==> config.mk <==
export PLATFORM = sky130hd
export DESIGN_NAME = rsw_top
export DESIGN_NICKNAME = d
export VERILOG_FILES = /design/src/logic/rsw_pkg.sv /design/src/logic/rsw_sync.sv /design/src/logic/rsw_wdog.sv /design/src/logic/rsw_top.sv
export SDC_FILE = /design/constraint.sdc
export NUM_CORES = 1
export LEC_CHECK = 0
export BUFFER_PORTS_ARGS = -buffer_cell sky130_fd_sc_hd__buf_2
export CELL_PAD_IN_SITES_DETAIL_PLACEMENT = 1
export CELL_PAD_IN_SITES_GLOBAL_PLACEMENT = 2
export CORE_MARGIN = 3
export CORE_UTILIZATION = 32
export DETAILED_ROUTE_END_ITERATION = 6
export GPL_ROUTABILITY_DRIVEN = 0
export HOLD_SLACK_MARGIN = 0.06
export PLACE_DENSITY_LB_ADDON = 0.15
export REMOVE_ABC_BUFFERS = 1
export SETUP_SLACK_MARGIN = 0.05
export SLEW_MARGIN = 20
export SYNTH_ARGS = -nofsm -noshare
export SYNTH_HDL_FRONTEND = slang
export SYNTH_SLANG_ARGS = --single-unit
==> constraint.sdc <==
create_clock -name clock -period 3.3 [get_ports clock]
set_input_delay 0.33 -clock clock [delete_from_list [all_inputs] [get_ports clock]]
set_output_delay 0.33 -clock clock [all_outputs]
set_load 0.01 [all_outputs]
==> src/logic/rsw_pkg.sv <==
// constants, types and helpers shared by the reset and watchdog block
// assumes a single 20 MHz system clock and an apb bus with 32-bit data
package rsw_pkg;

  // ----------------------------------------------------------------
  // timing
  // ----------------------------------------------------------------
  localparam int CLK_MHZ = 20;
  localparam int T_POR_US = 11000;
  localparam int T_WDT_US = 500;
  localparam int T_RSM_NS = 24000;
  localparam int POR_CYC = T_POR_US * CLK_MHZ;
  localparam int WDT_HOLD_CYC = T_WDT_US * CLK_MHZ;
  localparam int RSM_CYC = (T_RSM_NS * CLK_MHZ + 999) / 1000;
  localparam int EXT_PW_CYC = 1 << 13;
  localparam int LV_PD_PW_CYC = 1 << 9;
  localparam int WDT_BASE_LOG2 = 15;
  localparam int WARM_CYC = 64;

  // ----------------------------------------------------------------
  // register map (indexes, byte address is four times the index)
  // ----------------------------------------------------------------
  localparam int ADDR_W = 12;
  localparam logic [7:0] IDX_CLR_KEY = 8'h93;
  localparam logic [7:0] IDX_WDT_CFG = 8'h94;
  localparam logic [7:0] IDX_RES_CFG = 8'h97;
  localparam logic [7:0] IDX_CAUSE = 8'h98;
  localparam logic [7:0] IDX_P0_EN = 8'hA2;
  localparam logic [7:0] IDX_P1_EN = 8'hA3;
  localparam logic [7:0] IDX_P2_EN = 8'hA4;
  localparam logic [7:0] IDX_LPR_CTL = 8'hAF;
  localparam logic [7:0] CLR_KEY_VAL = 8'h55;
  localparam logic [2:0] WDT_SEL_RST = 3'h5;
  localparam logic [1:0] RES_SEL_RST = 2'h0;
  localparam logic PD_LV_EN_RST = 1'h1;
  localparam logic IDLE_WDT_EN_RST = 1'h0;
  localparam int CAUSE_CORE_BIT = 5;
  localparam int CAUSE_CONV_BIT = 4;
  localparam int LPR_IDLE_WDT_BIT = 2;
  localparam int LPR_PD_LV_BIT = 0;
  localparam int NPIN = 20;

  typedef struct packed {
    logic psel;
    logic penable;
    logic pwrite;
    logic [ADDR_W-1:0] paddr;
    logic [31:0] pwdata;
  } rsw_apb_req_t;

  typedef enum logic [4:0] {
    ST_RUN = 5'h01,
    ST_HW = 5'h02,
    ST_WDT = 5'h04,
    ST_RSM = 5'h08,
    ST_WARM = 5'h10
  } rsw_state_t;

  function automatic logic [ADDR_W-1:0] reg_addr(input logic [7:0] idx);
    return {2'h0, idx, 2'h0};
  endfunction

endpackage

==> src/logic/rsw_sync.sv <==
// two-flop synchroniser for a group of pins
// assumes the pins are asynchronous to clock
module rsw_sync #(
  parameter int W = 1,
  parameter logic [W-1:0] RV = '0
) (
  input wire logic clock,
  input wire logic srst,
  input wire logic [W-1:0] d,
  output logic [W-1:0] q
);
  logic [W-1:0] meta_r;

  // first stage feeds only the second stage
  always_ff @(posedge clock) begin
    if (srst) begin
      meta_r <= RV;
      q <= RV;
    end else begin
      meta_r <= d;
      q <= meta_r;
    end
  end
endmodule

==> src/logic/rsw_wdog.sv <==
// watchdog counter with selectable overflow length
// assumes clr and run come from logic on the same clock
module rsw_wdog #(
  parameter int SHIFT = rsw_pkg::WDT_BASE_LOG2
) (
  input wire logic clock,
  input wire logic srst,
  input wire logic clr,
  input wire logic run,
  input wire logic [2:0] sel,
  output logic ovf
);
  localparam int CW = SHIFT + 8;
  logic [CW-1:0] cnt_r;
  logic [CW-1:0] lim;

  // overflow after 2^(shift+sel) periods
  assign lim = CW'((64'h1 << (SHIFT + int'(sel))) - 64'h1);

  always_ff @(posedge clock) begin
    if (srst || clr || ovf) begin
      cnt_r <= '0;
    end else if (run) begin
      cnt_r <= cnt_r + CW'(1);
    end
  end

  always_ff @(posedge clock) begin
    if (srst) begin
      ovf <= 1'b0;
    end else begin
      ovf <= run && !clr && (cnt_r == lim - CW'(1));
    end
  end
endmodule

==> src/logic/rsw_top.sv <==
// reset sources, reset holds, watchdog and resume reset for a small core
// assumes pins and comparators are asynchronous; pd_mode and idle_mode
// come from the power control logic on the same clock, which keeps running
//
// The implementer's own choice: the APB slave port.
module rsw_top #(
  parameter int POR_HOLD_CYC = rsw_pkg::POR_CYC,
  parameter int WDT_HOLD_CYC = rsw_pkg::WDT_HOLD_CYC,
  parameter int EXT_PW_CYC = rsw_pkg::EXT_PW_CYC,
  parameter int WDT_BASE_LOG2 = rsw_pkg::WDT_BASE_LOG2
) (
  input wire logic clock,
  input wire logic srst,
  input wire rsw_pkg::rsw_apb_req_t apb_req,
  output logic [31:0] prdata,
  output logic pready,
  output logic pslverr,
  input wire logic supply_ok,
  input wire logic core_lowvolt_detect,
  input wire logic conv_lowvolt_detect,
  input wire logic ext_reset_n,
  input wire logic [rsw_pkg::NPIN-1:0] resume_pins,
  input wire logic idle_mode,
  input wire logic pd_mode,
  output logic cpu_reset,
  output logic hw_reset,
  output logic wdt_reset,
  output logic resume_reset
);
  localparam int CW = $clog2(POR_HOLD_CYC + WDT_HOLD_CYC + rsw_pkg::RSM_CYC + 1);
  localparam int EW = $clog2(EXT_PW_CYC + 1);
  localparam int LW = $clog2(rsw_pkg::LV_PD_PW_CYC + 1);
  localparam int WW = $clog2(rsw_pkg::WARM_CYC + 1);

  // ----------------------------------------------------------------
  // synchronised inputs
  // ----------------------------------------------------------------
  logic [3:0] ana_s;
  logic [rsw_pkg::NPIN-1:0] pin_s;
  logic sup_s, lv1_s, lv2_s, ext_n_s;

  rsw_sync #(.W(4), .RV(4'h9)) u_sync_ana (
    .clock(clock),
    .srst(srst),
    .d({supply_ok, core_lowvolt_detect, conv_lowvolt_detect, ext_reset_n}),
    .q(ana_s)
  );
  rsw_sync #(.W(rsw_pkg::NPIN), .RV('1)) u_sync_pin (
    .clock(clock),
    .srst(srst),
    .d(resume_pins),
    .q(pin_s)
  );
  assign {sup_s, lv1_s, lv2_s, ext_n_s} = ana_s;

  // ----------------------------------------------------------------
  // state and registers
  // ----------------------------------------------------------------
  rsw_pkg::rsw_state_t state_r;
  logic [CW-1:0] hold_r;
  logic [WW-1:0] warm_r;
  logic [EW-1:0] ext_cnt_r;
  logic [LW-1:0] lv_cnt_r;
  logic ext_held_r, pd_prev_r;
  logic [rsw_pkg::NPIN-1:0] pin_prev_r, pin_en_r;
  logic [2:0] wdt_sel_r;
  logic [1:0] res_sel_r;
  logic pd_lv_en_r, idle_wdt_en_r, core_flag_r, conv_flag_r;
  logic lv1_trip, hw_enter, hw_keep, wdt_ovf, rsm_evt, key_wr, wr, setup;
  logic in_run, wdt_run, wdt_clr;
  logic [rsw_pkg::NPIN-1:0] evt;
  logic [31:0] rd_nxt;
  logic map_hit;

  assign in_run = (state_r == rsw_pkg::ST_RUN);

  // ----------------------------------------------------------------
  // hardware reset sources
  // ----------------------------------------------------------------
  // a dip in power-down must persist before it counts
  assign lv1_trip = lv1_s && (!pd_mode ||
    (pd_lv_en_r && lv_cnt_r == LW'(rsw_pkg::LV_PD_PW_CYC - 1)));
  assign hw_enter = lv1_trip || lv2_s || !sup_s || ext_held_r;
  assign hw_keep = lv1_s || lv2_s || !sup_s || ext_held_r;

  always_ff @(posedge clock) begin
    if (srst || !pd_mode || !pd_lv_en_r || !lv1_s) begin
      lv_cnt_r <= '0;
    end else if (lv_cnt_r != LW'(rsw_pkg::LV_PD_PW_CYC - 1)) begin
      lv_cnt_r <= lv_cnt_r + LW'(1);
    end
  end

  // short glitches on the pin never reach the counter's end
  always_ff @(posedge clock) begin
    if (srst || ext_n_s || pd_mode) begin
      ext_cnt_r <= '0;
    end else if (ext_cnt_r != EW'(EXT_PW_CYC)) begin
      ext_cnt_r <= ext_cnt_r + EW'(1);
    end
  end

  always_ff @(posedge clock) begin
    if (srst || ext_n_s) begin
      ext_held_r <= 1'b0;
    end else if (ext_cnt_r == EW'(EXT_PW_CYC) && !pd_mode) begin
      ext_held_r <= 1'b1;
    end
  end

  // ----------------------------------------------------------------
  // resume detection
  // ----------------------------------------------------------------
  always_ff @(posedge clock) begin
    if (srst) begin
      pin_prev_r <= '1;
    end else begin
      pin_prev_r <= pin_s;
    end
  end

  always_comb begin
    unique case (res_sel_r)
      2'h0: evt = ~pin_s;
      2'h1: evt = pin_s & ~pin_prev_r;
      2'h2: evt = ~pin_s & pin_prev_r;
      default: evt = pin_s ^ pin_prev_r;
    endcase
  end
  assign rsm_evt = pd_mode && |(evt & pin_en_r);

  // ----------------------------------------------------------------
  // watchdog
  // ----------------------------------------------------------------
  assign wdt_run = in_run && !pd_mode && (!idle_mode || idle_wdt_en_r);
  assign wdt_clr = !in_run || key_wr;

  rsw_wdog #(.SHIFT(WDT_BASE_LOG2)) u_wdog (
    .clock(clock),
    .srst(srst),
    .clr(wdt_clr),
    .run(wdt_run),
    .sel(wdt_sel_r),
    .ovf(wdt_ovf)
  );

  // ----------------------------------------------------------------
  // reset sequencer
  // ----------------------------------------------------------------
  // hardware reset wins over every other source at every state
  always_ff @(posedge clock) begin
    if (srst) begin
      state_r <= rsw_pkg::ST_HW;
      hold_r <= CW'(POR_HOLD_CYC - 1);
    end else if (hw_enter || (state_r == rsw_pkg::ST_HW && hw_keep)) begin
      state_r <= rsw_pkg::ST_HW;
      hold_r <= CW'(POR_HOLD_CYC - 1);
    end else begin
      unique case (state_r)
        rsw_pkg::ST_RUN: begin
          if (wdt_ovf) begin
            state_r <= rsw_pkg::ST_WDT;
            hold_r <= CW'(WDT_HOLD_CYC - 1);
          end else if (rsm_evt) begin
            state_r <= rsw_pkg::ST_RSM;
            hold_r <= CW'(rsw_pkg::RSM_CYC - 1);
          end else if (pd_prev_r && !pd_mode) begin
            state_r <= rsw_pkg::ST_WARM;
          end
        end
        rsw_pkg::ST_RSM: begin
          if (hold_r == '0) begin
            state_r <= rsw_pkg::ST_WARM;
          end else begin
            hold_r <= hold_r - CW'(1);
          end
        end
        rsw_pkg::ST_WARM: begin
          if (warm_r == '0) begin
            state_r <= rsw_pkg::ST_RUN;
          end
        end
        default: begin
          if (hold_r == '0) begin
            state_r <= rsw_pkg::ST_RUN;
          end else begin
            hold_r <= hold_r - CW'(1);
          end
        end
      endcase
    end
  end

  always_ff @(posedge clock) begin
    if (srst || state_r != rsw_pkg::ST_WARM) begin
      warm_r <= WW'(rsw_pkg::WARM_CYC - 1);
    end else if (warm_r != '0) begin
      warm_r <= warm_r - WW'(1);
    end
  end

  always_ff @(posedge clock) begin
    if (srst) begin
      pd_prev_r <= 1'b0;
    end else begin
      pd_prev_r <= pd_mode;
    end
  end

  // outputs follow the state one cycle later, from flops
  always_ff @(posedge clock) begin
    if (srst) begin
      cpu_reset <= 1'b1;
      hw_reset <= 1'b1;
      wdt_reset <= 1'b0;
      resume_reset <= 1'b0;
    end else begin
      cpu_reset <= !in_run;
      hw_reset <= state_r == rsw_pkg::ST_HW;
      wdt_reset <= state_r == rsw_pkg::ST_WDT;
      resume_reset <= state_r == rsw_pkg::ST_RSM;
    end
  end

  // ----------------------------------------------------------------
  // apb slave
  // ----------------------------------------------------------------
  assign setup = apb_req.psel && !apb_req.penable;
  assign wr = apb_req.psel && apb_req.penable && pready && apb_req.pwrite && !pslverr;
  assign key_wr = wr && apb_req.paddr == rsw_pkg::reg_addr(rsw_pkg::IDX_CLR_KEY) &&
    apb_req.pwdata[7:0] == rsw_pkg::CLR_KEY_VAL;

  always_comb begin
    rd_nxt = '0;
    map_hit = 1'b1;
    unique case (apb_req.paddr)
      rsw_pkg::reg_addr(rsw_pkg::IDX_CLR_KEY): rd_nxt = '0;
      rsw_pkg::reg_addr(rsw_pkg::IDX_WDT_CFG): rd_nxt[2:0] = wdt_sel_r;
      rsw_pkg::reg_addr(rsw_pkg::IDX_RES_CFG): rd_nxt[1:0] = res_sel_r;
      rsw_pkg::reg_addr(rsw_pkg::IDX_CAUSE): begin
        rd_nxt[rsw_pkg::CAUSE_CORE_BIT] = core_flag_r;
        rd_nxt[rsw_pkg::CAUSE_CONV_BIT] = conv_flag_r;
      end
      rsw_pkg::reg_addr(rsw_pkg::IDX_P0_EN): rd_nxt[7:0] = pin_en_r[7:0];
      rsw_pkg::reg_addr(rsw_pkg::IDX_P1_EN): rd_nxt[7:0] = pin_en_r[15:8];
      rsw_pkg::reg_addr(rsw_pkg::IDX_P2_EN): rd_nxt[3:0] = pin_en_r[19:16];
      rsw_pkg::reg_addr(rsw_pkg::IDX_LPR_CTL): begin
        rd_nxt[rsw_pkg::LPR_IDLE_WDT_BIT] = idle_wdt_en_r;
        rd_nxt[rsw_pkg::LPR_PD_LV_BIT] = pd_lv_en_r;
      end
      default: map_hit = 1'b0;
    endcase
  end

  // zero wait states: the answer is ready in the first access cycle
  always_ff @(posedge clock) begin
    if (srst) begin
      pready <= 1'b0;
      pslverr <= 1'b0;
      prdata <= '0;
    end else begin
      pready <= setup;
      pslverr <= setup && !map_hit;
      prdata <= (setup && !apb_req.pwrite) ? rd_nxt : '0;
    end
  end

  // fields reset by hardware or watchdog reset, kept across resume reset
  always_ff @(posedge clock) begin
    if (srst || state_r == rsw_pkg::ST_HW || state_r == rsw_pkg::ST_WDT) begin
      wdt_sel_r <= rsw_pkg::WDT_SEL_RST;
      res_sel_r <= rsw_pkg::RES_SEL_RST;
      pin_en_r <= '0;
    end else if (wr) begin
      if (apb_req.paddr == rsw_pkg::reg_addr(rsw_pkg::IDX_WDT_CFG))
        wdt_sel_r <= apb_req.pwdata[2:0];
      if (apb_req.paddr == rsw_pkg::reg_addr(rsw_pkg::IDX_RES_CFG))
        res_sel_r <= apb_req.pwdata[1:0];
      if (apb_req.paddr == rsw_pkg::reg_addr(rsw_pkg::IDX_P0_EN))
        pin_en_r[7:0] <= apb_req.pwdata[7:0];
      if (apb_req.paddr == rsw_pkg::reg_addr(rsw_pkg::IDX_P1_EN))
        pin_en_r[15:8] <= apb_req.pwdata[7:0];
      if (apb_req.paddr == rsw_pkg::reg_addr(rsw_pkg::IDX_P2_EN))
        pin_en_r[19:16] <= apb_req.pwdata[3:0];
    end
  end

  // enables reset by hardware or resume reset, kept across watchdog reset
  always_ff @(posedge clock) begin
    if (srst || state_r == rsw_pkg::ST_HW || state_r == rsw_pkg::ST_RSM) begin
      pd_lv_en_r <= rsw_pkg::PD_LV_EN_RST;
      idle_wdt_en_r <= rsw_pkg::IDLE_WDT_EN_RST;
    end else if (wr && apb_req.paddr == rsw_pkg::reg_addr(rsw_pkg::IDX_LPR_CTL)) begin
      pd_lv_en_r <= apb_req.pwdata[rsw_pkg::LPR_PD_LV_BIT];
      idle_wdt_en_r <= apb_req.pwdata[rsw_pkg::LPR_IDLE_WDT_BIT];
    end
  end

  // cause flags: write one to clear, a new trip in the same cycle wins
  always_ff @(posedge clock) begin
    if (srst) begin
      core_flag_r <= 1'b0;
      conv_flag_r <= 1'b0;
    end else begin
      if (lv1_trip) begin
        core_flag_r <= 1'b1;
      end else if (wr && apb_req.paddr == rsw_pkg::reg_addr(rsw_pkg::IDX_CAUSE) &&
                   apb_req.pwdata[rsw_pkg::CAUSE_CORE_BIT]) begin
        core_flag_r <= 1'b0;
      end
      if (lv2_s) begin
        conv_flag_r <= 1'b1;
      end else if (wr && apb_req.paddr == rsw_pkg::reg_addr(rsw_pkg::IDX_CAUSE) &&
                   apb_req.pwdata[rsw_pkg::CAUSE_CONV_BIT]) begin
        conv_flag_r <= 1'b0;
      end
    end
  end
endmodule

==> results of run 1 <==
[power breakdown]
part	switching, mW	leakage [nW]	internal [mW]
Clock	0.985	0.288	1.16
Combinational	0.104	2.67	0.0905
Sequential	0.0203	1.55	2.34
[cell usage after synthesis (5+ instances only)]
| cell type | n |
|---|---|
| sky130_fd_sc_hd__buf_1 | 5 |
| sky130_fd_sc_hd__buf_4 | 27 |
| sky130_fd_sc_hd__a31oi_1 | 10 |
| sky130_fd_sc_hd__or3_1 | 11 |
| sky130_fd_sc_hd__and3_1 | 19 |
| sky130_fd_sc_hd__dfxtp_1 | 191 |
| sky130_fd_sc_hd__nand3_1 | 43 |
| sky130_fd_sc_hd__nand2_1 | 80 |
| sky130_fd_sc_hd__a21o_1 | 7 |
| sky130_fd_sc_hd__xnor2_1 | 22 |
| sky130_fd_sc_hd__a22oi_1 | 10 |
| sky130_fd_sc_hd__xor2_1 | 34 |
| sky130_fd_sc_hd__buf_2 | 5 |
| sky130_fd_sc_hd__a21oi_1 | 54 |
| sky130_fd_sc_hd__ha_1 | 50 |
| sky130_fd_sc_hd__nand4_1 | 12 |
| sky130_fd_sc_hd__o31ai_1 | 7 |
| sky130_fd_sc_hd__o21a_1 | 6 |
| sky130_fd_sc_hd__a222oi_1 | 7 |
| sky130_fd_sc_hd__nor2b_1 | 9 |
| sky130_fd_sc_hd__nor2_1 | 98 |
| sky130_fd_sc_hd__inv_1 | 70 |
| sky130_fd_sc_hd__o211ai_1 | 14 |
| sky130_fd_sc_hd__a211o_1 | 5 |
| sky130_fd_sc_hd__nor3_1 | 24 |
| sky130_fd_sc_hd__clkbuf_1 | 36 |
| sky130_fd_sc_hd__a211oi_1 | 5 |
| sky130_fd_sc_hd__or2_2 | 67 |
| sky130_fd_sc_hd__nor4b_1 | 6 |
| sky130_fd_sc_hd__mux2i_1 | 16 |
| sky130_fd_sc_hd__and2_1 | 9 |
| sky130_fd_sc_hd__o21ai_0 | 31 |
| sky130_fd_sc_hd__nand4b_1 | 5 |
| sky130_fd_sc_hd__nand2b_1 | 31 |
| sky130_fd_sc_hd__nor4_1 | 10 |
[final cells by class]
type | count | area [um2]
Timing Repair Buffer | 118 | 791
Clock buffer | 20 | 447
Sequential cell | 191 | 3820
Multi-Input combinational cell | 814 | 5330
Clock inverter | 12 | 154
Inverter | 70 | 263
Tap cell | 390 | 488
Fill cell | 3490 | 18500
[per-layer routing]
layer  up-vias  GRT usage, %  share of wire [%]
met2        88          27.2                 46
met4         0          3.50               0.69
met5         -             0                  0
li1       4052             -                  -
met1      3885          22.6                 50
met3         9          3.21                2.5
[cells in the final DEF, fill, tap and decap left out, types with 5 or more instances in the layout]
master and n:
sky130_fd_sc_hd__a211o_1 5, sky130_fd_sc_hd__a211oi_1 5, sky130_fd_sc_hd__a21o_1 7, sky130_fd_sc_hd__a21oi_1 53
sky130_fd_sc_hd__a222oi_1 7, sky130_fd_sc_hd__a22oi_1 10, sky130_fd_sc_hd__a31oi_1 10, sky130_fd_sc_hd__and2_1 9
sky130_fd_sc_hd__and3_1 19, sky130_fd_sc_hd__buf_2 64, sky130_fd_sc_hd__buf_4 32, sky130_fd_sc_hd__clkbuf_16 17
sky130_fd_sc_hd__conb_1 24, sky130_fd_sc_hd__dfxtp_1 191, sky130_fd_sc_hd__dlygate4sd3_1 21, sky130_fd_sc_hd__ha_1 49
sky130_fd_sc_hd__inv_1 70, sky130_fd_sc_hd__mux2i_1 16, sky130_fd_sc_hd__nand2_1 80, sky130_fd_sc_hd__nand2b_1 31
sky130_fd_sc_hd__nand3_1 43, sky130_fd_sc_hd__nand4_1 12, sky130_fd_sc_hd__nand4b_1 5, sky130_fd_sc_hd__nor2_1 98
sky130_fd_sc_hd__nor2b_1 9, sky130_fd_sc_hd__nor3_1 24, sky130_fd_sc_hd__nor4_1 10, sky130_fd_sc_hd__nor4b_1 6
sky130_fd_sc_hd__o211ai_1 14, sky130_fd_sc_hd__o21a_1 6, sky130_fd_sc_hd__o21ai_0 31, sky130_fd_sc_hd__o31ai_1 7
sky130_fd_sc_hd__or2_2 67, sky130_fd_sc_hd__or3_1 11, sky130_fd_sc_hd__xnor2_1 22, sky130_fd_sc_hd__xor2_1 34
[kinds of logic after synthesis]
group | share of synthesized area [%]
xor+xnor | 5.04
fa+ha+maj | 6.43
flops | 39.3
buf+inv | 6.86
other cells | 0.0386
mux | 2.34
compound gates | 14.9
simple gates | 25.1
[sequential cells by signal, summed over array words and instances (netlist names), 8 cells and up]
name and cells:
prdata 8, u_wdog.cnt_r 23, u_sync_pin.q 20, lv_cnt_r 10
u_sync_pin.meta_r 20, ext_cnt_r 14, pin_prev_r 20, hold_r 18
pin_en_r 20
[worst max-delay path by stage]
| stage | to | cells past startpoint | startpoint |
|---|---|---|---|
| detailed placement | u_wdog.ovf$_SDFF_PP0_ | 12 | wdt_sel_r[0]$_SDFFE_PP1P_ |
| global placement | u_wdog.ovf$_SDFF_PP0_ | 12 | wdt_sel_r[0]$_SDFFE_PP1P_ |
| CTS | u_wdog.ovf$_SDFF_PP0_ | 12 | wdt_sel_r[0]$_SDFFE_PP1P_ |
| global route | u_wdog.ovf$_SDFF_PP0_ | 12 | wdt_sel_r[0]$_SDFFE_PP1P_ |
| floorplan | u_wdog.ovf$_SDFF_PP0_ | 12 | wdt_sel_r[1]$_SDFFE_PP0P_ |
| finish | u_wdog.ovf$_SDFF_PP0_ | 11 | wdt_sel_r[0]$_SDFFE_PP1P_ |
[metrics by stage]
| stage | hold slack (ns) | TNS (ns) | std cells |
|---|---|---|---|
| floorplan | 0.389 | -0.204 | 1075 |
| global placement | 0.390 | 0 | 1562 |
| detailed placement | 0.395 | 0 | 1562 |
| CTS | 0.0745 | 0 | 1615 |
| global route | 0.0740 | 0 | 1615 |
| finish | 0.0913 | 0 | 1615 |
[what timing repair did]
action | 4_1_cts | 5_1_grt
hold endpoints to repair | 21 | 0
gates resized for setup | 0 | 2
hold buffers | 21 | 0
endpoints found under the setup margin | 0 | 1
==> impl_results.html, run 1 <==
<table>
<tr><th>Metric</th><th>Value</th></tr>
<tr><th colspan="2">Outcome</th></tr>
<tr><td>Run status</td><td>complete, no violations</td></tr>
<tr><th colspan="2">Setup path</th></tr>
<tr><td>Worst R2R End</td><td>u_wdog.ovf$_SDFF_PP0_</td></tr>
<tr><td>Register-to-register setup slack</td><td>about 0.30 ns</td></tr>
<tr><td>Crit path arrival time</td><td>~3.4 ns</td></tr>
<tr><td>Start of the worst register-to-register path</td><td>wdt_sel_r[0]$_SDFFE_PP1P_</td></tr>
<tr><td>Critical setup path kind</td><td>register to register</td></tr>
<tr><td>Critical Path, Cell by Cell</td><td>or2_2, inv_1, ha_1, nand4b_1, ha_2, xnor2_1, a31oi_4, nand3_1, or4_1, nor4_1, and4b_1</td></tr>
<tr><td>Sort of element at the start of the critical path</td><td>register</td></tr>
<tr><td>Cell class contributing the biggest share of worst-path delay</td><td>simple AND/OR/NAND/NOR gates</td></tr>
<tr><td>Slowest cell on crit path</td><td>sky130_fd_sc_hd__or4_1</td></tr>
<tr><td>Endpoint type of the worst setup path</td><td>register</td></tr>
<tr><td>Required time of the critical path</td><td>3.69 ns</td></tr>
<tr><td>Biggest cell delay along the critical path</td><td>just over 0.5 ns</td></tr>
<tr><td>Length in cells of the worst reg-to-reg path</td><td>11</td></tr>
<tr><td>CP Buf/Inv Count</td><td>1</td></tr>
<tr><td>CP max FO</td><td>6</td></tr>
<tr><th colspan="2">Place</th></tr>
<tr><td>Number of I/O port buffers</td><td>64</td></tr>
<tr><td>Post-detailed-placement half-perimeter wirelength</td><td>19.6 mm</td></tr>
<tr><td>Placed inst area</td><td>around 10,000 um2</td></tr>
<tr><td>DP Worst Slack</td><td>approximately 0.12 ns</td></tr>
<tr><th colspan="2">Min path</th></tr>
<tr><td>Hold Crit Class</td><td>primary input to register</td></tr>
<tr><td>Launch instance of the worst min-delay path</td><td>supply_ok</td></tr>
<tr><td>Worst hold endpoint</td><td>u_sync_ana.meta_r[3]$_SDFF_PP1_</td></tr>
<tr><td>Hold Path Cell Cnt</td><td>2</td></tr>
<tr><th colspan="2">Clock network</th></tr>
<tr><td>Number of setup buffers added after CTS</td><td>0</td></tr>
<tr><td>Total clock buffers created by CTS</td><td>17</td></tr>
<tr><td>Clock tree from TritonCTS</td><td>built</td></tr>
<tr><td>CTS Buffer Depth</td><td>2</td></tr>
<tr><td>Clock Latency Late Sink</td><td>0.45 ns</td></tr>
<tr><td>Clock edge transition at the registers on the reported setup and hold paths</td><td>about 0.070 ns</td></tr>
<tr><td>Number of H-tree branching levels</td><td>4</td></tr>
<tr><td>Buffer cell driving the clock tree root</td><td>sky130_fd_sc_hd__clkbuf_16</td></tr>
<tr><td>TritonCTS Sinks</td><td>191</td></tr>
<tr><th colspan="2">Detailed routing</th></tr>
<tr><td>Violation count after the first detailed-route iteration</td><td>367</td></tr>
<tr><td>Routed vias</td><td>roughly 8,000</td></tr>
<tr><td>Post-DRT Antenna Nets</td><td>0</td></tr>
<tr><td>DRC</td><td>0</td></tr>
<tr><td>Via-per-instance ratio</td><td>~5</td></tr>
<tr><td>Wire length after detailed routing</td><td>26.6 mm</td></tr>
<tr><td>Wirelength per Cell</td><td>16.4 um</td></tr>
<tr><td>Total iterations of the first detailed-routing run</td><td>4</td></tr>
<tr><th colspan="2">Timing</th></tr>
<tr><td>Hold Fails Final Rpt</td><td>0</td></tr>
<tr><td>RSZ-0062 raised after global routing</td><td>no</td></tr>
<tr><td>Upper clock frequency limit</td><td>between 300 and 400 MHz</td></tr>
<tr><td>Final number of setup-violating endpoints</td><td>0</td></tr>
<tr><td>Transition time at the pin with the least slew margin</td><td>between 1 and 1.5 ns</td></tr>
<tr><td>Clk_skew</td><td>around 0.0094 ns</td></tr>
<tr><td>Final critical-path share of the clock period</td><td>~90%</td></tr>
<tr><td>Final WS setup</td><td>0.296 ns</td></tr>
<tr><td>Clock period minus worst slack</td><td>~3.0 ns</td></tr>
<tr><td>Slew margin rel.</td><td>between 30 and 40%</td></tr>
<tr><td>Pins over their slew limit</td><td>0</td></tr>
<tr><th colspan="2">Global route</th></tr>
<tr><td>Total congestion overflow</td><td>0</td></tr>
<tr><td>Total Routing Usage GR</td><td>between 10% and 20%</td></tr>
<tr><td>Wire length of the first global-routing pass</td><td>43.6 mm</td></tr>
<tr><td>Initial antenna violation count</td><td>0</td></tr>
<tr><td>Vias in the first global route</td><td>approximately 8,000</td></tr>
<tr><td>Maximum number of pins on one net before global-route repair</td><td>70</td></tr>
<tr><th colspan="2">Floorplan</th></tr>
<tr><td>Area of the die</td><td>between 30,000 and 40,000 um2</td></tr>
<tr><td>Height of the chip</td><td>180 um</td></tr>
<tr><td>Top-Level Pins</td><td>between 100 and 150</td></tr>
<tr><td>Std cell rows</td><td>63</td></tr>
<tr><td>Die Wd</td><td>180 um</td></tr>
<tr><td>Effective utilization at floorplan</td><td>between 30% and 40%</td></tr>
<tr><td>Core region area</td><td>29,800 um2</td></tr>
<tr><th colspan="2">Synth</th></tr>
<tr><td>Post-synthesis register bit count</td><td>191</td></tr>
<tr><td>Biggest area contributors in the synthesized netlist</td><td>sky130_fd_sc_hd__dfxtp_1 39%, sky130_fd_sc_hd__ha_1 6.4%, sky130_fd_sc_hd__or2_2 4.3%, sky130_fd_sc_hd__nor2_1 3.8%, sky130_fd_sc_hd__nand2_1 3.1%</td></tr>
<tr><td>Area fraction of the dominant cell type after synthesis</td><td>between 30% and 40%</td></tr>
<tr><td>Total number of yosys warnings</td><td>0</td></tr>
<tr><td>Post-Syn Instances</td><td>1,127</td></tr>
<tr><td>Number of synthesized flops with an enable pin</td><td>0</td></tr>
<tr><td>Syn Area/Cell</td><td>8.63 um2</td></tr>
<tr><td>Mapped Area</td><td>a little under 10,000 um2</td></tr>
<tr><td>Synth async-reset ratio</td><td>0%</td></tr>
<tr><td>Share of synthesized area occupied by flip-flops and latches</td><td>between 30 and 40%</td></tr>
<tr><td>Dominant register cell in the synthesized netlist</td><td>sky130_fd_sc_hd__dfxtp_1</td></tr>
<tr><td>Cell variety after synth</td><td>79</td></tr>
<tr><td>Cell taking the most area after synthesis</td><td>sky130_fd_sc_hd__dfxtp_1</td></tr>
<tr><th colspan="2">Cells and area</th></tr>
<tr><td>Net count reported at finish</td><td>between 1,000 and 1,500</td></tr>
<tr><td>Layout-stage area growth over the synthesis result</td><td>16.1%</td></tr>
<tr><td>Proportion of layout cells with a drive suffix above 1</td><td>17.5%</td></tr>
<tr><td>Number of diodes</td><td>0</td></tr>
<tr><td>Final standard cell utilization of the core</td><td>between 30% and 40%</td></tr>
<tr><td>Design area</td><td>roughly 11,000 um2</td></tr>
<tr><th colspan="2">Power</th></tr>
<tr><td>Power density over the cells</td><td>416 nW/um2</td></tr>
<tr><td>Leakage power</td><td>around 4.5 nW</td></tr>
<tr><td>Peak supply drop</td><td>around 0.00034 V</td></tr>
<tr><td>Post-route total power</td><td>roughly 4.7 mW</td></tr>
<tr><th colspan="2">Run</th></tr>
<tr><td>Max_cap viols</td><td>0</td></tr>
</table>
No activity file was read; power rests on OpenSTA's default activity.
==> run 2, diff against run 1 <==
--- a/config.mk
+++ b/config.mk
@@ -5,15 +5,16 @@
 export SDC_FILE = /design/constraint.sdc
 export NUM_CORES = 1
 export LEC_CHECK = 0
+export ABC_AREA = 1
 export BUFFER_PORTS_ARGS = -buffer_cell sky130_fd_sc_hd__buf_2
 export CELL_PAD_IN_SITES_DETAIL_PLACEMENT = 1
 export CELL_PAD_IN_SITES_GLOBAL_PLACEMENT = 2
 export CORE_MARGIN = 3
-export CORE_UTILIZATION = 32
+export CORE_UTILIZATION = 30
 export DETAILED_ROUTE_END_ITERATION = 6
 export GPL_ROUTABILITY_DRIVEN = 0
 export HOLD_SLACK_MARGIN = 0.06
-export PLACE_DENSITY_LB_ADDON = 0.15
+export PLACE_DENSITY = 0.84
 export REMOVE_ABC_BUFFERS = 1
 export SETUP_SLACK_MARGIN = 0.05
 export SLEW_MARGIN = 20
==> impl_results.html, run 2 <==
<table>
<tr><th>Metric</th><th>Value</th></tr>
<tr><th colspan="2">Global route</th></tr>
<tr><td>Initial antenna violation count</td><td>0 (unchanged)</td></tr>
<tr><td>Total Routing Usage GR</td><td>15.9% (was 16.5%)</td></tr>
<tr><td>Total congestion overflow</td><td>0 (unchanged)</td></tr>
<tr><td>Vias in the first global route</td><td>9,223 (was 8,173)</td></tr>
<tr><td>Wire length of the first global-routing pass</td><td>46.1 mm (was 43.6 mm)</td></tr>
<tr><td>Maximum number of pins on one net before global-route repair</td><td>49 (was 70)</td></tr>
<tr><th colspan="2">Detailed routing</th></tr>
<tr><td>DRC</td><td>0 (unchanged)</td></tr>
<tr><td>Wirelength per Cell</td><td>14.1 um (was 16.4 um)</td></tr>
<tr><td>Routed vias</td><td>8,934 (was 8,034)</td></tr>
<tr><td>Via-per-instance ratio</td><td>4.63 (was 4.97)</td></tr>
<tr><td>Violation count after the first detailed-route iteration</td><td>310 (was 367)</td></tr>
<tr><td>Total iterations of the first detailed-routing run</td><td>4 (unchanged)</td></tr>
<tr><td>Wire length after detailed routing</td><td>27.3 mm (was 26.6 mm)</td></tr>
<tr><td>Post-DRT Antenna Nets</td><td>0 (unchanged)</td></tr>
<tr><th colspan="2">Power</th></tr>
<tr><td>Clock network fraction of total power</td><td>44.6% (was 45.6%)</td></tr>
<tr><td>Switch share</td><td>25.5% (was 23.6%)</td></tr>
<tr><td>Logic gate share of total power</td><td>4.3% (was 4.1%)</td></tr>
<tr><td>Post-route total power</td><td>4.61 mW (was 4.70 mW)</td></tr>
<tr><td>Int Pwr</td><td>3.44 mW (was 3.59 mW)</td></tr>
<tr><td>Sequential fraction of design power</td><td>51.2% (was 50.2%)</td></tr>
<tr><td>Leakage power</td><td>5.17 nW (was 4.51 nW)</td></tr>
<tr><td>Power density over the cells</td><td>402 nW/um2 (was 416 nW/um2)</td></tr>
<tr><td>Total net switching power</td><td>1.17 mW (was 1.11 mW)</td></tr>
<tr><td>Peak supply drop</td><td>0.000314 V (was 0.000343 V)</td></tr>
<tr><th colspan="2">Clock network</th></tr>
<tr><td>Number of setup buffers added after CTS</td><td>0 (unchanged)</td></tr>
<tr><td>CTS Buffer Depth</td><td>2 (unchanged)</td></tr>
<tr><td>Buffer cell driving the clock tree root</td><td>sky130_fd_sc_hd__clkbuf_16 (unchanged)</td></tr>
<tr><td>Total clock buffers created by CTS</td><td>17 (unchanged)</td></tr>
<tr><td>TritonCTS Sinks</td><td>191 (unchanged)</td></tr>
<tr><td>Clock edge transition at the registers on the reported setup and hold paths</td><td>0.09 ns (was 0.07 ns)</td></tr>
<tr><td>Clock Latency Late Sink</td><td>0.46 ns (was 0.45 ns)</td></tr>
<tr><td>Clock tree from TritonCTS</td><td>built (unchanged)</td></tr>
<tr><td>Number of H-tree branching levels</td><td>4 (unchanged)</td></tr>
<tr><th colspan="2">Outcome</th></tr>
<tr><td>Run status</td><td>complete, no violations (unchanged)</td></tr>
<tr><th colspan="2">Synth</th></tr>
<tr><td>Biggest area contributors in the synthesized netlist</td><td>sky130_fd_sc_hd__dfxtp_1 38%, sky130_fd_sc_hd__nand2_1 10%, sky130_fd_sc_hd__inv_1 8.0%, sky130_fd_sc_hd__ha_1 6.2%, sky130_fd_sc_hd__nand3_1 5.8% (was sky130_fd_sc_hd__dfxtp_1 39%, sky130_fd_sc_hd__ha_1 6.4%, sky130_fd_sc_hd__or2_2 4.3%, sky130_fd_sc_hd__nor2_1 3.8%, sky130_fd_sc_hd__nand2_1 3.1%)</td></tr>
<tr><td>Compound-cell area share of the yosys netlist</td><td>9.53% (was 14.9%)</td></tr>
<tr><td>Adder-Cell Fraction of Synth Area</td><td>6.24% (was 6.43%)</td></tr>
<tr><td>Area fraction of the dominant cell type after synthesis</td><td>38.1% (was 39.3%)</td></tr>
<tr><td>Number of synthesized flops with an enable pin</td><td>0 (unchanged)</td></tr>
<tr><td>Post-Syn Instances</td><td>1,400 (was 1,127)</td></tr>
<tr><td>Post-synthesis register bit count</td><td>191 (unchanged)</td></tr>
<tr><td>Multiplexer area fraction after synthesis</td><td>0% (was 2.34%)</td></tr>
<tr><td>Synth async-reset ratio</td><td>0% (unchanged)</td></tr>
<tr><td>Post-synth top cells</td><td>267 x sky130_fd_sc_hd__nand2_1, 213 x sky130_fd_sc_hd__inv_1, 191 x sky130_fd_sc_hd__dfxtp_1 (was 191 x sky130_fd_sc_hd__dfxtp_1, 98 x sky130_fd_sc_hd__nor2_1, 80 x sky130_fd_sc_hd__nand2_1)</td></tr>
<tr><td>Dominant register cell in the synthesized netlist</td><td>sky130_fd_sc_hd__dfxtp_1 (unchanged)</td></tr>
<tr><td>Total number of yosys warnings</td><td>0 (unchanged)</td></tr>
<tr><td>Synthesized-area fraction occupied by xor and xnor cells</td><td>4.07% (was 5.04%)</td></tr>
<tr><td>Most instantiated library cell after synthesis</td><td>sky130_fd_sc_hd__nand2_1 (was sky130_fd_sc_hd__dfxtp_1)</td></tr>
<tr><td>Syn Area/Cell</td><td>7.17 um2 (was 8.63 um2)</td></tr>
<tr><td>Cell taking the most area after synthesis</td><td>sky130_fd_sc_hd__dfxtp_1 (unchanged)</td></tr>
<tr><td>Mapped Area</td><td>10,000 um2 (was 9730 um2)</td></tr>
<tr><td>Cell variety after synth</td><td>48 (was 79)</td></tr>
<tr><td>Dominant combinational cell family by area after synthesis</td><td>simple AND/OR/NAND/NOR gates (unchanged)</td></tr>
<tr><td>Share of synthesized cell area in and, or, nand and nor gates</td><td>30.1% (was 25.1%)</td></tr>
<tr><td>Share of synthesized area occupied by flip-flops and latches</td><td>38.1% (was 39.3%)</td></tr>
<tr><th colspan="2">Setup path</th></tr>
<tr><td>Cell with the most instances on the worst path</td><td>sky130_fd_sc_hd__nor2_1</td></tr>
<tr><td>Critical setup path kind</td><td>register to register (unchanged)</td></tr>
<tr><td>Crit path arrival time</td><td>3.29 ns (was 3.39 ns)</td></tr>
<tr><td>Sort of element at the start of the critical path</td><td>register (unchanged)</td></tr>
<tr><td>Required time of the critical path</td><td>3.68 ns (was 3.69 ns)</td></tr>
<tr><td>Biggest cell delay along the critical path</td><td>0.50 ns (was 0.51 ns)</td></tr>
<tr><td>Critical Path, Cell by Cell</td><td>nor2_1, ha_1, nand4_1, ha_1, xnor2_1, nand2b_1, nand3_1, nor2_1, nand2_1, nor2_1, nand3b_1, nor2_1, nand3_1, nor2_1 (was or2_2, inv_1, ha_1, nand4b_1, ha_2, xnor2_1, a31oi_4, nand3_1, or4_1, nor4_1, and4b_1)</td></tr>
<tr><td>Endpoint type of the worst setup path</td><td>register (unchanged)</td></tr>
<tr><td>Slowest cell on crit path</td><td>sky130_fd_sc_hd__dfxtp_1 (was sky130_fd_sc_hd__or4_1)</td></tr>
<tr><td>Length in cells of the worst reg-to-reg path</td><td>14 (was 11)</td></tr>
<tr><td>Worst path depth</td><td>14 (was 11)</td></tr>
<tr><td>Startpoint of the most critical setup path</td><td>wdt_sel_r[0]$_SDFFE_PP1P_ (unchanged)</td></tr>
<tr><td>Cell class contributing the biggest share of worst-path delay</td><td>simple AND/OR/NAND/NOR gates (unchanged)</td></tr>
<tr><td>Start of the worst register-to-register path</td><td>wdt_sel_r[0]$_SDFFE_PP1P_ (unchanged)</td></tr>
<tr><td>CP Buf/Inv Count</td><td>0 (was 1)</td></tr>
<tr><td>CP max FO</td><td>8 (was 6)</td></tr>
<tr><td>Register-to-register setup slack</td><td>0.40 ns (was 0.30 ns)</td></tr>
<tr><th colspan="2">Cells and area</th></tr>
<tr><td>Proportion of layout cells with a drive suffix above 1</td><td>11.6% (was 17.5%)</td></tr>
<tr><td>Most common cell after layout, fill and taps aside</td><td>sky130_fd_sc_hd__nand2_1 (was sky130_fd_sc_hd__dfxtp_1)</td></tr>
<tr><td>Final standard cell utilization of the core</td><td>34.9% (was 37.9%)</td></tr>
<tr><td>Layout-stage area growth over the synthesis result</td><td>14.2% (was 16.1%)</td></tr>
<tr><td>Net count reported at finish</td><td>1,600 (was 1,337)</td></tr>
<tr><td>Most flop-heavy register</td><td>u_wdog.cnt_r (unchanged)</td></tr>
<tr><td>Number of cells in the finished layout apart from fillers</td><td>1,930 (was 1,615)</td></tr>
<tr><td>Number of diodes</td><td>0 (unchanged)</td></tr>
<tr><td>Number of flip-flops under the largest register name</td><td>23 (unchanged)</td></tr>
<tr><td>Most used cells in the layout excluding fill and tap cells</td><td>267 x sky130_fd_sc_hd__nand2_1, 213 x sky130_fd_sc_hd__inv_1, 191 x sky130_fd_sc_hd__dfxtp_1 (was 191 x sky130_fd_sc_hd__dfxtp_1, 98 x sky130_fd_sc_hd__nor2_1, 80 x sky130_fd_sc_hd__nand2_1)</td></tr>
<tr><td>Design area</td><td>11,500 um2 (was 11,300 um2)</td></tr>
<tr><th colspan="2">Timing</th></tr>
<tr><td>Clk_skew</td><td>0.0176 ns (was 0.00941 ns)</td></tr>
<tr><td>Clock period minus worst slack</td><td>2.90 ns (was 3.00 ns)</td></tr>
<tr><td>Final number of setup-violating endpoints</td><td>0 (unchanged)</td></tr>
<tr><td>Total negative slack for setup checks</td><td>0 ns (unchanged)</td></tr>
<tr><td>Pins over their slew limit</td><td>0 (unchanged)</td></tr>
<tr><td>Hold Fails Final Rpt</td><td>0 (unchanged)</td></tr>
<tr><td>RSZ-0062 raised after global routing</td><td>no (unchanged)</td></tr>
<tr><td>Slew margin rel.</td><td>62.1% (was 32.4%)</td></tr>
<tr><td>Upper clock frequency limit</td><td>344 MHz (was 333 MHz)</td></tr>
<tr><td>Final critical-path share of the clock period</td><td>88.0% (was 91.0%)</td></tr>
<tr><td>Transition time at the pin with the least slew margin</td><td>0.563 ns (was 1.01 ns)</td></tr>
<tr><th colspan="2">Floorplan</th></tr>
<tr><td>Std cell rows</td><td>66 (was 63)</td></tr>
<tr><td>Area of the die</td><td>35,700 um2 (was 32,500 um2)</td></tr>
<tr><td>Die Wd</td><td>189 um (was 180 um)</td></tr>
<tr><td>Top-Level Pins</td><td>113 (unchanged)</td></tr>
<tr><td>Height of the chip</td><td>189 um (was 180 um)</td></tr>
<tr><td>Core region area</td><td>32,800 um2 (was 29,800 um2)</td></tr>
<tr><td>Effective utilization at floorplan</td><td>30.6% (was 32.6%)</td></tr>
<tr><th colspan="2">Place</th></tr>
<tr><td>Number of I/O port buffers</td><td>64 (unchanged)</td></tr>
<tr><td>Post-detailed-placement half-perimeter wirelength</td><td>20.3 mm (was 19.6 mm)</td></tr>
<tr><td>Total placed cells including tap cells</td><td>1,880 (was 1,562)</td></tr>
<tr><td>Placed inst area</td><td>10,700 um2 (was 10,500 um2)</td></tr>
<tr><th colspan="2">Min path</th></tr>
<tr><td>Hold Crit Class</td><td>primary input to register (unchanged)</td></tr>
<tr><td>Hold Path Cell Cnt</td><td>2 (unchanged)</td></tr>
<tr><td>Launch instance of the worst min-delay path</td><td>resume_pins[18] (was supply_ok)</td></tr>
<tr><th colspan="2">Run</th></tr>
<tr><td>Max_cap viols</td><td>0 (unchanged)</td></tr>
</table>
[run 2: power groups by stage]
| stage | sequential [mW] | clock, mW | combinational (mW) |
|---|---|---|---|
| 4_1_cts | 2.36 | 2.12 | 0.200 |
| 3_5_place_dp | 2.41 | 0 | 0.182 |
| 2_1_floorplan | 2.41 | 0 | 0.0983 |
| 6_report | 2.36 | 2.05 | 0.197 |
| 5_1_grt | 2.36 | 2.22 | 0.226 |
| 3_3_place_gp | 2.41 | 0 | 0.177 |
[run 2: area by class of cell]
class / instances / area, um2
clock inverter: 13 / 145
inverter: 215 / 807
sequential: 191 / 3820
multi-input combinational: 956 / 5100
tap: 442 / 553
clock buffer: 19 / 433
timing repair buffer: 94 / 591
fill: 4153 / 21300
[run 2: cell families (layout without fill, tap and decap cells)]
group / count (synthesis) / after routing
and+or+nand+nor: 662 / 662
buffers and inverters: 276 / 341
xor gates and xnor gates: 45 / 45
DFF: 191 / 191
adders and majority gates: 50 / 50
AOI/OAI and AO/OA: 175 / 175
other: 1 / 24
[run 2: repair_timing]
item,CTS,global route
hold buffers,18,0
hold endpoints to repair,18,0
resized for setup,0,0
[run 2: per-layer routing]
| layer | global-route usage, % | wire [um] | vias to the layer above | part of all wire [%] |
|---|---|---|---|---|
| met5 | 0 | 0 | - | 0 |
| met4 | 5.10 | 500 | 0 | 1.8 |
| li1 | - | - | 4568 | - |
| met3 | 2.76 | 673 | 26 | 2.5 |
| met1 | 19.6 | 12700 | 4262 | 47 |
| met2 | 28.0 | 13300 | 78 | 49 |
[run 2: final timing paths]
path                                      end
max                     u_wdog.ovf$_SDFF_PP0_
min          u_sync_pin.meta_r[18]$_SDFF_PP1_
max reg2reg             u_wdog.ovf$_SDFF_PP0_
min reg2reg        u_sync_pin.q[2]$_SDFF_PP1_
[run 2: stage by stage]
step	setup WS [ns]	hold slack (ns)
floorplan	0.340	0.388
global placement	0.523	0.391
detailed placement	0.420	0.395
CTS	0.396	0.0899
global route	0.0681	0.0834
finish	0.397	0.0964
